File: src/pkg/rcs_pkg.sv
package rcs_pkg;
   // Register offsets
   localparam logic [7:0] ADR_SD_CFG = 8'h02;
   localparam logic [7:0] ADR_CRYSTAL_DRIVE_CFG = 8'h06;
   localparam logic [7:0] ADR_XLOAD = 8'h07;
   localparam logic [7:0] ADR_SRC_FIRST = 8'hbe;
   localparam logic [7:0] ADR_SRC_LAST = 8'hc3;
   localparam logic [7:0] ADR_PREDIV_BASE = 8'h10;
   localparam logic [7:0] ADR_FBLO_BASE = 8'h14;
   localparam logic [7:0] ADR_FBHI_BASE = 8'h18;
   localparam logic [7:0] ADR_FRAC = 8'h1c;
   localparam logic [7:0] ADR_STATUS = 8'h20;
   // Field positions
   localparam int SD_POL_BIT = 0;
   localparam int SD_PDMODE_BIT = 1;
   localparam int SRC_PRIM_BIT = 0;
   localparam int SRC_MODE_LSB = 1;
   localparam int SRC_MODE_MSB = 2;
   // Reset values
   localparam logic [7:0] SD_CFG_RST = 8'h00;
   localparam logic [7:0] CRYSTAL_DRIVE_CFG_RST = 8'h11;
   localparam logic [4:0] XLOAD_RST = 5'h00;
   localparam logic [7:0] SRC_RST = 8'h00;
   localparam logic [6:0] PREDIV_RST = 7'h01;
   localparam logic [6:0] PREDIV3_RST = 7'h03;
   localparam logic [11:0] FB_RST = 12'h005;
   localparam logic [3:0] FRAC_RST = 4'h0;
   // Limits and scale
   localparam logic [6:0] PREDIV_OFF = 7'h00;
   localparam logic [6:0] PLL3_PREDIV_MIN = 7'h03;
   localparam logic [5:0] LOAD_BASE_EIGHTHS = 6'h1c;
   localparam int PLL_COUNT = 4;
   localparam int PLL_PD_COUNT = 3;
endpackage

File: src/hw/rcs_ref_switch.sv
`timescale 1ns/1ps
// Reference selection, switchover, PLL divider setup and shutdown pin
module rcs_ref_switch
   import rcs_pkg::*;
#(
   parameter logic [6:0] DEV_ADDR = 7'h6a, // Arbitrary device address
   parameter int LOSS_CYCLES = 2 // Secondary cycles with a silent primary before switchover
)
(
   input wire logic core_clk,
   input wire logic rst,
   input wire logic ce,
   input wire logic scl_in,
   input wire logic sda_in,
   output logic sda_out,
   output logic sda_oe,
   input wire logic crystal_or_ref_input,
   input wire logic clock_only_input,
   input wire logic input_select_pin,
   input wire logic shutdown_output_enable_pin,
   output logic ref_clk_out,
   output logic secondary_in_use,
   output logic outputs_enabled,
   output logic chip_power_down,
   output logic [2:0] pll_power_down,
   output logic [6:0] pll0_prediv,
   output logic [6:0] pll1_prediv,
   output logic [6:0] pll2_prediv,
   output logic [6:0] pll3_prediv,
   output logic [13:0] pll0_mult,
   output logic [11:0] pll1_mult,
   output logic [11:0] pll2_mult,
   output logic [11:0] pll3_mult,
   output logic [5:0] load_cap_eighths,
   output logic [7:0] crystal_drive,
   output logic [1:0] config_error
);
   // Parameter check
   if (LOSS_CYCLES < 1 || LOSS_CYCLES > 3)
      $error("LOSS_CYCLES must be 1 to 3");

   localparam logic [1:0] LOSS_LIMIT = 2'(LOSS_CYCLES);

   logic wr_stb; // Register write strobe
   logic [7:0] reg_addr; // Register pointer
   logic [7:0] wr_data; // Write byte
   logic [7:0] rd_data; // Read byte
   logic [7:0] sd_cfg_ff; // Shutdown pin setup
   logic [7:0] src_cfg_ff; // Primary and mode
   logic [4:0] crystal_load_code_ff; // Load code
   logic [6:0] prediv_ff [PLL_COUNT]; // Pre-dividers
   logic [11:0] fb_ff [PLL_COUNT]; // Feedback counts
   logic [3:0] frac_ff; // Fractional count, first PLL
   logic xin_q_ff; // Input samples and history
   logic clock_only_input_q_ff;
   logic prim_prev_ff;
   logic sec_prev_ff;
   logic [1:0] miss_cnt_ff; // Secondary cycles without primary edge
   logic use_sec_ff; // Selection in force
   logic primary_source_bit; // Decoded fields
   logic [1:0] switchover_mode_field;
   logic prim_c;
   logic sec_c;
   logic want_sec_c;
   logic [11:0] mult_ff [1:3]; // Integer multipliers

   // Alias window for the source register
   function automatic logic is_src(input logic [7:0] a);
      is_src = (a >= ADR_SRC_FIRST) && (a <= ADR_SRC_LAST);
   endfunction

   rcs_i2c_port #(.DEV_ADDR(DEV_ADDR)) u_port
   (
      .core_clk(core_clk),
      .rst(rst),
      .ce(ce),
      .scl_in(scl_in),
      .sda_in(sda_in),
      .sda_out(sda_out),
      .sda_oe(sda_oe),
      .wr_stb(wr_stb),
      .reg_addr(reg_addr),
      .wr_data(wr_data),
      .rd_data(rd_data)
   );

   assign primary_source_bit = src_cfg_ff[SRC_PRIM_BIT];
   assign switchover_mode_field = src_cfg_ff[SRC_MODE_MSB:SRC_MODE_LSB];

   // Register writes
   always_ff @(posedge core_clk)
   begin
      if (rst)
      begin
         sd_cfg_ff <= SD_CFG_RST;
         crystal_drive <= CRYSTAL_DRIVE_CFG_RST;
         crystal_load_code_ff <= XLOAD_RST;
         src_cfg_ff <= SRC_RST;
         frac_ff <= FRAC_RST;
         for (int i = 0; i < PLL_COUNT; i++)
         begin
            prediv_ff[i] <= (i == PLL_COUNT - 1) ? PREDIV3_RST : PREDIV_RST;
            fb_ff[i] <= FB_RST;
         end
      end
      else if (ce && wr_stb)
      begin
         if (reg_addr == ADR_SD_CFG)
            sd_cfg_ff <= wr_data;
         if (reg_addr == ADR_CRYSTAL_DRIVE_CFG)
            crystal_drive <= wr_data;
         if (reg_addr == ADR_XLOAD)
            crystal_load_code_ff <= wr_data[4:0];
         if (is_src(reg_addr))
            src_cfg_ff <= wr_data;
         if (reg_addr == ADR_FRAC)
            frac_ff <= wr_data[3:0];
         for (int i = 0; i < PLL_COUNT; i++)
         begin
            if (reg_addr == ADR_PREDIV_BASE + 8'(i))
               prediv_ff[i] <= wr_data[6:0];
            if (reg_addr == ADR_FBLO_BASE + 8'(i))
               fb_ff[i][7:0] <= wr_data;
            if (reg_addr == ADR_FBHI_BASE + 8'(i))
               fb_ff[i][11:8] <= wr_data[3:0];
         end
      end
   end

   // Register reads, unmapped offsets read zero
   always_comb
   begin
      rd_data = 8'h00;
      if (reg_addr == ADR_SD_CFG)
         rd_data = sd_cfg_ff;
      else if (reg_addr == ADR_CRYSTAL_DRIVE_CFG)
         rd_data = crystal_drive;
      else if (reg_addr == ADR_XLOAD)
         rd_data = {3'h0, crystal_load_code_ff};
      else if (is_src(reg_addr))
         rd_data = src_cfg_ff;
      else if (reg_addr == ADR_FRAC)
         rd_data = {4'h0, frac_ff};
      else if (reg_addr == ADR_STATUS)
         rd_data = {4'h0, config_error, miss_cnt_ff == LOSS_LIMIT, use_sec_ff};
      for (int i = 0; i < PLL_COUNT; i++)
      begin
         if (reg_addr == ADR_PREDIV_BASE + 8'(i))
            rd_data = {1'b0, prediv_ff[i]};
         if (reg_addr == ADR_FBLO_BASE + 8'(i))
            rd_data = fb_ff[i][7:0];
         if (reg_addr == ADR_FBHI_BASE + 8'(i))
            rd_data = {4'h0, fb_ff[i][11:8]};
      end
   end

   // Primary and secondary roles
   always_comb
   begin
      prim_c = primary_source_bit ? clock_only_input_q_ff : xin_q_ff;
      sec_c = primary_source_bit ? xin_q_ff : clock_only_input_q_ff;
   end

   // Reference sampling and edge history
   always_ff @(posedge core_clk)
   begin
      if (rst)
      begin
         xin_q_ff <= 1'b0;
         clock_only_input_q_ff <= 1'b0;
         prim_prev_ff <= 1'b0;
         sec_prev_ff <= 1'b0;
      end
      else if (ce)
      begin
         xin_q_ff <= crystal_or_ref_input;
         clock_only_input_q_ff <= clock_only_input;
         prim_prev_ff <= prim_c;
         sec_prev_ff <= sec_c;
      end
   end

   // Secondary cycles seen since last primary transition
   always_ff @(posedge core_clk)
   begin
      if (rst)
         miss_cnt_ff <= 2'h0;
      else if (ce)
      begin
         if (prim_c != prim_prev_ff)
            miss_cnt_ff <= 2'h0;
         else if (sec_c && !sec_prev_ff && miss_cnt_ff != LOSS_LIMIT)
            miss_cnt_ff <= miss_cnt_ff + 2'h1;
      end
   end

   // Wanted source: pin in manual, loss detector in automatic
   always_comb
   begin
      if (switchover_mode_field[1])
         want_sec_c = (miss_cnt_ff == LOSS_LIMIT);
      else
         want_sec_c = input_select_pin;
   end

   // Source selection and routed reference
   always_ff @(posedge core_clk)
   begin
      if (rst)
      begin
         use_sec_ff <= 1'b0;
         ref_clk_out <= 1'b0;
         secondary_in_use <= 1'b0;
      end
      else if (ce)
      begin
         if (switchover_mode_field[1])
            use_sec_ff <= want_sec_c; // Immediate, pulses tolerated
         else if (!prim_c && !sec_c)
            use_sec_ff <= want_sec_c; // Switch while both low, no glitch
         ref_clk_out <= use_sec_ff ? sec_c : prim_c;
         secondary_in_use <= use_sec_ff;
      end
   end

   // Shutdown pin decode
   always_ff @(posedge core_clk)
   begin
      if (rst)
      begin
         outputs_enabled <= 1'b1;
         chip_power_down <= 1'b0;
      end
      else if (ce)
      begin
         if (shutdown_output_enable_pin == sd_cfg_ff[SD_POL_BIT])
         begin
            outputs_enabled <= 1'b0;
            chip_power_down <= sd_cfg_ff[SD_PDMODE_BIT];
         end
         else
         begin
            outputs_enabled <= 1'b1;
            chip_power_down <= 1'b0;
         end
      end
   end

   // First PLL multiplier, dividers and checks
   always_ff @(posedge core_clk)
   begin
      if (rst)
      begin
         pll0_mult <= {1'b0, FB_RST, 1'b0};
         pll0_prediv <= PREDIV_RST;
         pll1_prediv <= PREDIV_RST;
         pll2_prediv <= PREDIV_RST;
         pll3_prediv <= PREDIV3_RST;
         load_cap_eighths <= LOAD_BASE_EIGHTHS;
         config_error <= 2'h0;
      end
      else if (ce)
      begin
         if (frac_ff != FRAC_RST)
            pll0_mult <= {1'b0, fb_ff[0], 1'b0} + {10'h000, frac_ff} + 14'h0001;
         else
            pll0_mult <= {1'b0, fb_ff[0], 1'b0};
         pll0_prediv <= prediv_ff[0];
         pll1_prediv <= prediv_ff[1];
         pll2_prediv <= prediv_ff[2];
         pll3_prediv <= prediv_ff[3];
         load_cap_eighths <= LOAD_BASE_EIGHTHS + {1'b0, crystal_load_code_ff};
         config_error[0] <= ({8'h00, frac_ff} >= fb_ff[0]) && (frac_ff != FRAC_RST);
         config_error[1] <= prediv_ff[3] < PLL3_PREDIV_MIN;
      end
   end

   // Power down on zero pre-divider, first three PLLs
   generate
      for (genvar g = 0; g < PLL_PD_COUNT; g++)
      begin : g_pd
         always_ff @(posedge core_clk)
         begin
            if (rst)
               pll_power_down[g] <= 1'b0;
            else if (ce)
               pll_power_down[g] <= (prediv_ff[g] == PREDIV_OFF);
         end
      end
   endgenerate

   // Integer multipliers follow the feedback count
   generate
      for (genvar g = 1; g < PLL_COUNT; g++)
      begin : g_mult
         always_ff @(posedge core_clk)
         begin
            if (rst)
               mult_ff[g] <= FB_RST;
            else if (ce)
               mult_ff[g] <= fb_ff[g];
         end
      end
   endgenerate

   assign pll1_mult = mult_ff[1];
   assign pll2_mult = mult_ff[2];
   assign pll3_mult = mult_ff[3];
endmodule

File: src/hw/rcs_i2c_port.sv
`timescale 1ns/1ps
// Byte-oriented serial register port: pointer write, data write, data read
module rcs_i2c_port
   import rcs_pkg::*;
#(
   parameter logic [6:0] DEV_ADDR = 7'h6a // Arbitrary device address
)
(
   input wire logic core_clk,
   input wire logic rst,
   input wire logic ce,
   input wire logic scl_in,
   input wire logic sda_in,
   output logic sda_out,
   output logic sda_oe,
   output logic wr_stb,
   output logic [7:0] reg_addr,
   output logic [7:0] wr_data,
   input wire logic [7:0] rd_data
);
   typedef enum logic [4:0]
   {
      ST_IDLE = 5'b0_0001,
      ST_DEV = 5'b0_0010,
      ST_PTR = 5'b0_0100,
      ST_WR = 5'b0_1000,
      ST_RD = 5'b1_0000
   } rcs_i2c_state_t;

   rcs_i2c_state_t state_ff; // Transfer phase
   logic scl_q_ff; // Previous line samples
   logic sda_q_ff;
   logic [3:0] bit_cnt_ff; // 0..7 data, 8 ack, 9 ack held
   logic [7:0] shift_ff; // Byte shifter
   logic rw_ff; // Read transfer
   logic start_c; // Line events
   logic stop_c;
   logic rise_c;
   logic fall_c;

   assign start_c = scl_q_ff & scl_in & sda_q_ff & ~sda_in;
   assign stop_c = scl_q_ff & scl_in & ~sda_q_ff & sda_in;
   assign rise_c = ~scl_q_ff & scl_in;
   assign fall_c = scl_q_ff & ~scl_in;

   // Line history for edge detection
   always_ff @(posedge core_clk)
   begin
      if (rst)
      begin
         scl_q_ff <= 1'b1;
         sda_q_ff <= 1'b1;
      end
      else if (ce)
      begin
         scl_q_ff <= scl_in;
         sda_q_ff <= sda_in;
      end
   end

   // Data line is only ever pulled low
   always_ff @(posedge core_clk)
   begin
      sda_out <= 1'b0;
   end

   // Transfer engine
   always_ff @(posedge core_clk)
   begin
      if (rst)
      begin
         state_ff <= ST_IDLE;
         bit_cnt_ff <= 4'h0;
         shift_ff <= 8'h00;
         rw_ff <= 1'b0;
         sda_oe <= 1'b0;
         wr_stb <= 1'b0;
         reg_addr <= 8'h00;
         wr_data <= 8'h00;
      end
      else if (ce)
      begin
         wr_stb <= 1'b0;
         if (start_c)
         begin
            // Start or repeated start
            state_ff <= ST_DEV;
            bit_cnt_ff <= 4'h0;
            sda_oe <= 1'b0;
         end
         else if (stop_c)
         begin
            state_ff <= ST_IDLE;
            sda_oe <= 1'b0;
         end
         else if (rise_c)
         begin
            case (state_ff)
               ST_DEV, ST_PTR, ST_WR:
               begin
                  // Receive a bit
                  if (bit_cnt_ff < 4'h8)
                  begin
                     shift_ff <= {shift_ff[6:0], sda_in};
                     bit_cnt_ff <= bit_cnt_ff + 4'h1;
                  end
               end
               ST_RD:
               begin
                  // Master acknowledge slot
                  if (bit_cnt_ff == 4'h8)
                  begin
                     if (sda_in)
                        state_ff <= ST_IDLE;
                     else
                        reg_addr <= reg_addr + 8'h01;
                  end
                  bit_cnt_ff <= bit_cnt_ff + 4'h1;
               end
               default:
                  bit_cnt_ff <= bit_cnt_ff;
            endcase
         end
         else if (fall_c)
         begin
            case (state_ff)
               ST_DEV, ST_PTR, ST_WR:
               begin
                  if (bit_cnt_ff == 4'h8)
                  begin
                     // Byte complete, decide acknowledge
                     bit_cnt_ff <= 4'h9;
                     sda_oe <= 1'b1;
                     if (state_ff == ST_DEV && shift_ff[7:1] != DEV_ADDR)
                     begin
                        state_ff <= ST_IDLE;
                        sda_oe <= 1'b0;
                     end
                     else if (state_ff == ST_DEV)
                        rw_ff <= shift_ff[0];
                     else if (state_ff == ST_PTR)
                        reg_addr <= shift_ff;
                     else
                     begin
                        wr_stb <= 1'b1;
                        wr_data <= shift_ff;
                     end
                  end
                  else if (bit_cnt_ff == 4'h9)
                  begin
                     // Acknowledge done, next phase
                     bit_cnt_ff <= 4'h0;
                     sda_oe <= 1'b0;
                     if (state_ff == ST_DEV && rw_ff)
                     begin
                        state_ff <= ST_RD;
                        shift_ff <= rd_data;
                        sda_oe <= ~rd_data[7];
                     end
                     else if (state_ff == ST_DEV)
                        state_ff <= ST_PTR;
                     else if (state_ff == ST_PTR)
                        state_ff <= ST_WR;
                     else
                        reg_addr <= reg_addr + 8'h01;
                  end
               end
               ST_RD:
               begin
                  if (bit_cnt_ff < 4'h8)
                  begin
                     // Present next data bit
                     shift_ff <= {shift_ff[6:0], 1'b0};
                     sda_oe <= ~shift_ff[6];
                  end
                  else if (bit_cnt_ff == 4'h8)
                     sda_oe <= 1'b0;
                  else
                  begin
                     // Reload for the following byte
                     bit_cnt_ff <= 4'h0;
                     shift_ff <= rd_data;
                     sda_oe <= ~rd_data[7];
                  end
               end
               default:
                  sda_oe <= 1'b0;
            endcase
         end
      end
   end
endmodule

File: config.mk
export PLATFORM = sky130hd
export DESIGN_NAME = rcs_ref_switch
export DESIGN_NICKNAME = d
export VERILOG_FILES = /design/src/pkg/rcs_pkg.sv /design/src/hw/rcs_ref_switch.sv /design/src/hw/rcs_i2c_port.sv
export SDC_FILE = /design/constraint.sdc
export NUM_CORES = 1
export LEC_CHECK = 0
export ABC_AREA = 0
export CAP_MARGIN = 25
export CORE_ASPECT_RATIO = 0.7
export CORE_MARGIN = 2
export CORE_UTILIZATION = 48
export DETAILED_ROUTE_END_ITERATION = 12
export DONT_BUFFER_PORTS = 1
export PLACE_DENSITY = 0.67
export RECOVER_POWER = 100
export SETUP_SLACK_MARGIN = 0.15
export SKIP_CTS_REPAIR_TIMING = 1
export SLEW_MARGIN = 20
export SYNTH_ARGS = -nofsm -noshare
export SYNTH_HDL_FRONTEND = slang
export SYNTH_SLANG_ARGS = --single-unit
File: constraint.sdc
create_clock -name core_clk -period 3 [get_ports core_clk]
set_clock_uncertainty 0.2 [all_clocks]
set_input_delay 0.6 -clock core_clk [delete_from_list [all_inputs] [get_ports core_clk]]
set_output_delay 0.6 -clock core_clk [all_outputs]
set_load 0.01 [all_outputs]
# Yosys cells after proc, flatten, opt, wreduce, memory -nomap -nowiden
# Memories as Yosys holds them, arrays and structs flattened.
# Cells that the tools add are included.
# Widths: inputs -> output; s select.
# word_totals
ff_bits	135
ramBits	112
mem_count	3
wordCells	346
# op_classes
bitwise_logic	34
n_eq_ne	59
reduce_logical	38
muxes	166
addsub	6
magnitude_cmp	5
# memory_table
memory	words	width	read_ports	rd_ports_with_merged_regs	write_ports	line_no	text
fb_ff	4	12	4	0	4	rcs_ref_switch.sv:52	logic [11:0] fb_ff [PLL_COUNT];
mult_ff	3	12	3	0	3	rcs_ref_switch.sv:65	logic [11:0] mult_ff [1:3];
prediv_ff	4	7	4	0	4	rcs_ref_switch.sv:51	logic [6:0] prediv_ff [PLL_COUNT];
# op_table
op	n
$mux 8	43
$eq 8x5->1 const B	13
$mux 1	80
$mux 5	14
$mux 4	15
$mux 12	3
$mux 7	4
$reduce_and 9->1	3
$logic_not 7->1	3
$ne 4x2->1 const B	5
$eq 8x3->1 const B	2
$pmux 4 s2	2
$pmux 8 s2	1
$or 1x1->1	15
$add 13x4->14	1
$add 14x1->14 const B	1
$mux 14	1
$reduce_and 14->1	1
$reduce_and 2->1	7
$ge 4x12->1	1
$ne 2x2->1 const B	6
$ne 3x2->1 const B	4
$ne 3x3->1 const B	4
$ne 4x3->1 const B	3
38 further kinds	76

# Logic depth before layout (Yosys ltp)
# depth
depth_word	28
depth_mapped	11

# Cells and area by module
# A second synthesis with hierarchy kept.
# unflattened
hier_cells	1227
hier_area_um2	12089.1
# by_module_without_submodules
module	seq_area_each_um2	instances	cells_each	area_each_um2
rcs_ref_switch	5305.1	1	947	9711.8
rcs_i2c_port	760.7	1	280	2377.3

# Worst setup path before layout
# OpenSTA, ideal clock, no wires.
# synth_timing
kind	register to register
from	register u_port.reg_addr[1]
to	memory fb_ff[3][10] (enable)
stages_incl_launch_ff	9
arrival_time_ps	1998
n_path_buf	3
period_less_slack_ps	2560
slack_ps	440
cell_sequence	dfxtp_1 ha_1 clkbuf_1 clkinv_1 nor2_4 buf_6 buf_2 nand2_1 o21ai_0
# synth_lines
element	line_no	text
from (decl)	rcs_i2c_port.sv:17	output logic [7:0] reg_addr,
from (signal assigned)	rcs_i2c_port.sv:116	reg_addr <= reg_addr + 8'h01;
from (signal assigned)	rcs_i2c_port.sv:142	reg_addr <= shift_ff;
from (signal assigned)	rcs_i2c_port.sv:165	reg_addr <= reg_addr + 8'h01;
to (decl)	rcs_ref_switch.sv:52	

==> run_results.csv <==
group,metric,value,unit
sta,drv_slew,26,
clock_network,clk_pin_slew,0.06,ns
finish,multi_input_area,0.00567,mm2
min_path,hold_depth,1,
worst_setup_path,reg2reg_from,"u_port.reg_addr[7]",
synth,synth_cell_types,98,
drt,viasPerCell,6.24,
floorplan,fp.coreArea,0.0255,mm2
global_route,grt_pass1_wl,59.1,mm
synth,ys_ff_latch,247,
worst_setup_path,crit_family,"simple AND/OR/NAND/NOR gates",
synth,avgSynthCellArea,9.65,um2
finish,post-route-cell-area,0.0138,mm2
synth,seq_area_frac_synth,0.491,
finish,nets,1327,
finish,fillCellCount,2340,
status,violations,"capacitance limit, slew limit",
global_route,antenna_found_initial,0,
synth,yosysWarnings,0,
sta,hold_violations,0,
synth,synth_edf_count,112,
worst_setup_path,reg2regPathDepth,7,
worst_setup_path,cp.depth,7,
clock_network,cts_num_sinks,247,
floorplan,die_w,196,um
worst_setup_path,crit_path_max_fanout,13,
clock_network,clock-root-buffer,"clkbuf_16",
power_and_ir_drop,leakagePower,5.08,nW
floorplan,std_cell_rows,49,
min_path,worstHoldPathType,"in2reg",
worst_setup_path,max_stage_delay,0.55,ns
finish,diodes,0,
sta,post-route-period-util,0.955,
global_route,grt.total_usage,0.285,
sta,max_freq,349,MHz
status,status,"complete, but fails checks",
drt,finalWirelength,39.9,mm
drt,wl_per_cell,24.2,um
clock_network,worstSkewPairLatency,0.54,ns
sta,worst_pin_slew,1.70,ns
global_route,grt_max_degree,127,
synth,synthCells,1281,
sta,relSlewSlack,-0.134,
flow_run,cap_viol_max_count,1,
worst_setup_path,critPathLaunchType,"flip-flop",
power_and_ir_drop,ir_worst_vdd,0.423,mV
sta,setup_viol,0,
synth,synth_ff_type,"dfxtp_1",
power_and_ir_drop,cellPowerDensity,545,mW/mm2
clock_network,cts_tree,"built",
worst_setup_path,crit_start,"u_port.reg_addr[7]",
drt,via_count,10294,
finish,drive_gt1_frac,0.104,
drt,firstDrtPassIters,5,
min_path,hold_start,"rst",
drt,postRouteAntennaNets,0,
clock_network,htree_levels,1,
floorplan,die_area,0.0271,mm2
worst_setup_path,r2r_setup_slack,0.13,ns
finish,ff_latch_area,0.00607,mm2
clock_network,cts_buffer_depth,3,
drt,first_iter_violations,1175,
synth,syn_nets,1310,
placed_design,place_area,0.0129,mm2
floorplan,initial_core_util,0.485,
sta,tns,0,ns
worst_setup_path,cp-end-kind,"flip-flop",
global_route,overflow,0,
clock_network,numCtsBuffers,26,
sta,fin_crit,2.87,ns
placed_design,portBuffers,0,
drt,drc,0,
sta,rsz0062_at_grt,"yes",
finish,final_core_util,0.542,
worst_setup_path,worst_ep_arrival_time,2.88,ns
floorplan,ioPinCount,112,
worst_setup_path,crit_path_top_delay_cell,"or4b_1",
power_and_ir_drop,p_total,0.00753,W
floorplan,fp.dieH,138,um
finish,syn2layout_area_growth,11.9,%
synth,syn_area,0.0124,mm2
worst_setup_path,critPathBufInv,3,
placed_design,place_congestion,1.01,
synth,ys_async_sr_fraction,0,
worst_setup_path,path_class,"reg2reg",
global_route,grt_pass1_vias,9337,
placed_design,dp_hpwl,27.7,mm
worst_setup_path,cp.required,3.01,ns
worst_setup_path,critical_path.cell_chain,"or4b_1 > buf_4 > nor2_1 > buf_12 > nand2_1 > o21ai_0 > clkbuf_1",
-- registers in the layout, summed over array words and instances, names as in the netlist, 2 cells and up --
| register | cells |
|---|---|
| fb_ff | 48 |
| mult_ff | 36 |
| prediv_ff | 28 |
| pll0_mult | 14 |
| crystal_drive | 8 |
| sd_cfg_ff | 8 |
| src_cfg_ff | 8 |
| u_port.reg_addr | 8 |
| u_port.shift_ff | 8 |
| u_port.wr_data | 8 |
| pll0_prediv | 7 |
| pll1_prediv | 7 |
| pll2_prediv | 7 |
| pll3_prediv | 7 |
| load_cap_eighths | 6 |
| crystal_load_code_ff | 5 |
| u_port.state_ff | 5 |
| frac_ff | 4 |
| u_port.bit_cnt_ff | 4 |
| pll_power_down | 3 |
| config_error | 2 |
| miss_cnt_ff | 2 |
-- layout by cell type (no fill, tap or decap), types with 6 or more instances in the layout --
cell type    n
clkbuf_16   27
and3_1      60
a31oi_1     10
o211ai_1     8
o32ai_1      7
buf_4       54
or3_1       24
clkbuf_1    23
nand2_1    118
nand4_1      8
edfxtp_1   112
a221oi_1     6
nand3_1     43
nor2_1     139
xnor2_1      8
nand2b_1    11
a21oi_1     67
ha_1        19
o22ai_1      7
nor4_1      13
inv_1       32
a211oi_1    22
nor3_1      21
and2_1      16
a22oi_1     14
and2_0      16
a21o_1       7
dfxtp_1    134
nand3b_1    11
xor2_1       9
o21ai_0     61
mux2i_1     72
-- report_power, final --
part	internal, W	switching [W]
combinational	0.000133	0.000225
sequential	0.00365	0.000163
clock	0.00201	0.00135
-- final timing paths --
| check | end |
|---|---|
| max | fb_ff[1][8] |
| min | pll0_mult[13] |
| max reg2reg | fb_ff[1][8] |
| min reg2reg | sd_cfg_ff[5] |
-- cells in the mapped netlist, types with 4 or more instances --
cell type | count | area [um2]
a211o_1 | 4 | 35.0
a211oi_1 | 22 | 165
a21boi_0 | 4 | 30.0
a21o_1 | 7 | 52.6
a21oi_1 | 67 | 335
a221oi_1 | 5 | 43.8
a22oi_1 | 14 | 105
a31oi_1 | 10 | 62.6
and2_1 | 31 | 194
and3_1 | 60 | 375
buf_1 | 5 | 18.8
buf_2 | 16 | 80.1
buf_4 | 4 | 30.0
buf_6 | 8 | 90.1
clkbuf_1 | 65 | 244
dfxtp_1 | 135 | 2700
edfxtp_1 | 112 | 3360
ha_1 | 19 | 238
inv_1 | 32 | 120
mux2i_1 | 72 | 721
nand2_1 | 116 | 435
nand2b_1 | 11 | 68.8
nand3_1 | 43 | 215
nand3b_1 | 11 | 82.6
nand4_1 | 8 | 50.1
nor2_1 | 138 | 518
nor2_4 | 4 | 45.0
nor2b_1 | 5 | 31.3
nor3_1 | 22 | 110
nor4_1 | 12 | 75.1
nor4_2 | 4 | 50.1
o211ai_1 | 8 | 60.1
o21ai_0 | 59 | 295
o21ai_1 | 6 | 30.0
o22ai_1 | 6 | 37.5
o31ai_1 | 4 | 30.0
o32ai_1 | 7 | 61.3
or3_1 | 24 | 150
xnor2_1 | 8 | 70.1
xor2_1 | 9 | 78.8
-- layout make-up --
class	instances	area share
repair buffers	87	0.0464
flip-flops and latches	247	0.439
clock buffers	33	0.0534
well taps	331	0.0300
clock inverters	15	0.0119
inverters	35	0.00950
multi-input cells	901	0.410
-- worst reg2reg max path: stages (launching register included) --
cell,delay [ns]
dfxtp_1,0.39
or4b_1,0.55
buf_4,0.21
nor2_1,0.26
buf_12,0.19
nand2_1,0.24
o21ai_0,0.26
clkbuf_1,0.25
-- cells by family (layout without fill, tap and decap cells) --
logic type,count (synthesis),count (layout),synth area share
mux,74,74,0.0601
simple gates,511,511,0.212
compound gates,278,278,0.156
flops,247,247,0.491
fa+ha+maj,20,20,0.0209
other cells,1,1,0.000303
buf+inv,133,170,0.0481
xor+xnor,17,17,0.0120
-- per-stage QoR --
step	setup WS, ns	cells	hold WS, ns
after CTS	0.286	1640	-0.0548
final	0.134	1649	0.0126
after global placement	0.162	1592	0.241
after detailed placement	0.198	1592	0.250
after floorplan	0.440	1281	0.231
after global routing	0.0740	1649	0.000994
-- per-layer routing --
metal	vias up	global-route usage	share of wire
met3	74	0.0805	0.12
met5	-	0	0
li1	4700	-	-
met1	4936	0.435	0.45
met2	584	0.395	0.40
met4	0	0.0690	0.025
Power figures use the tool's default switching activity.
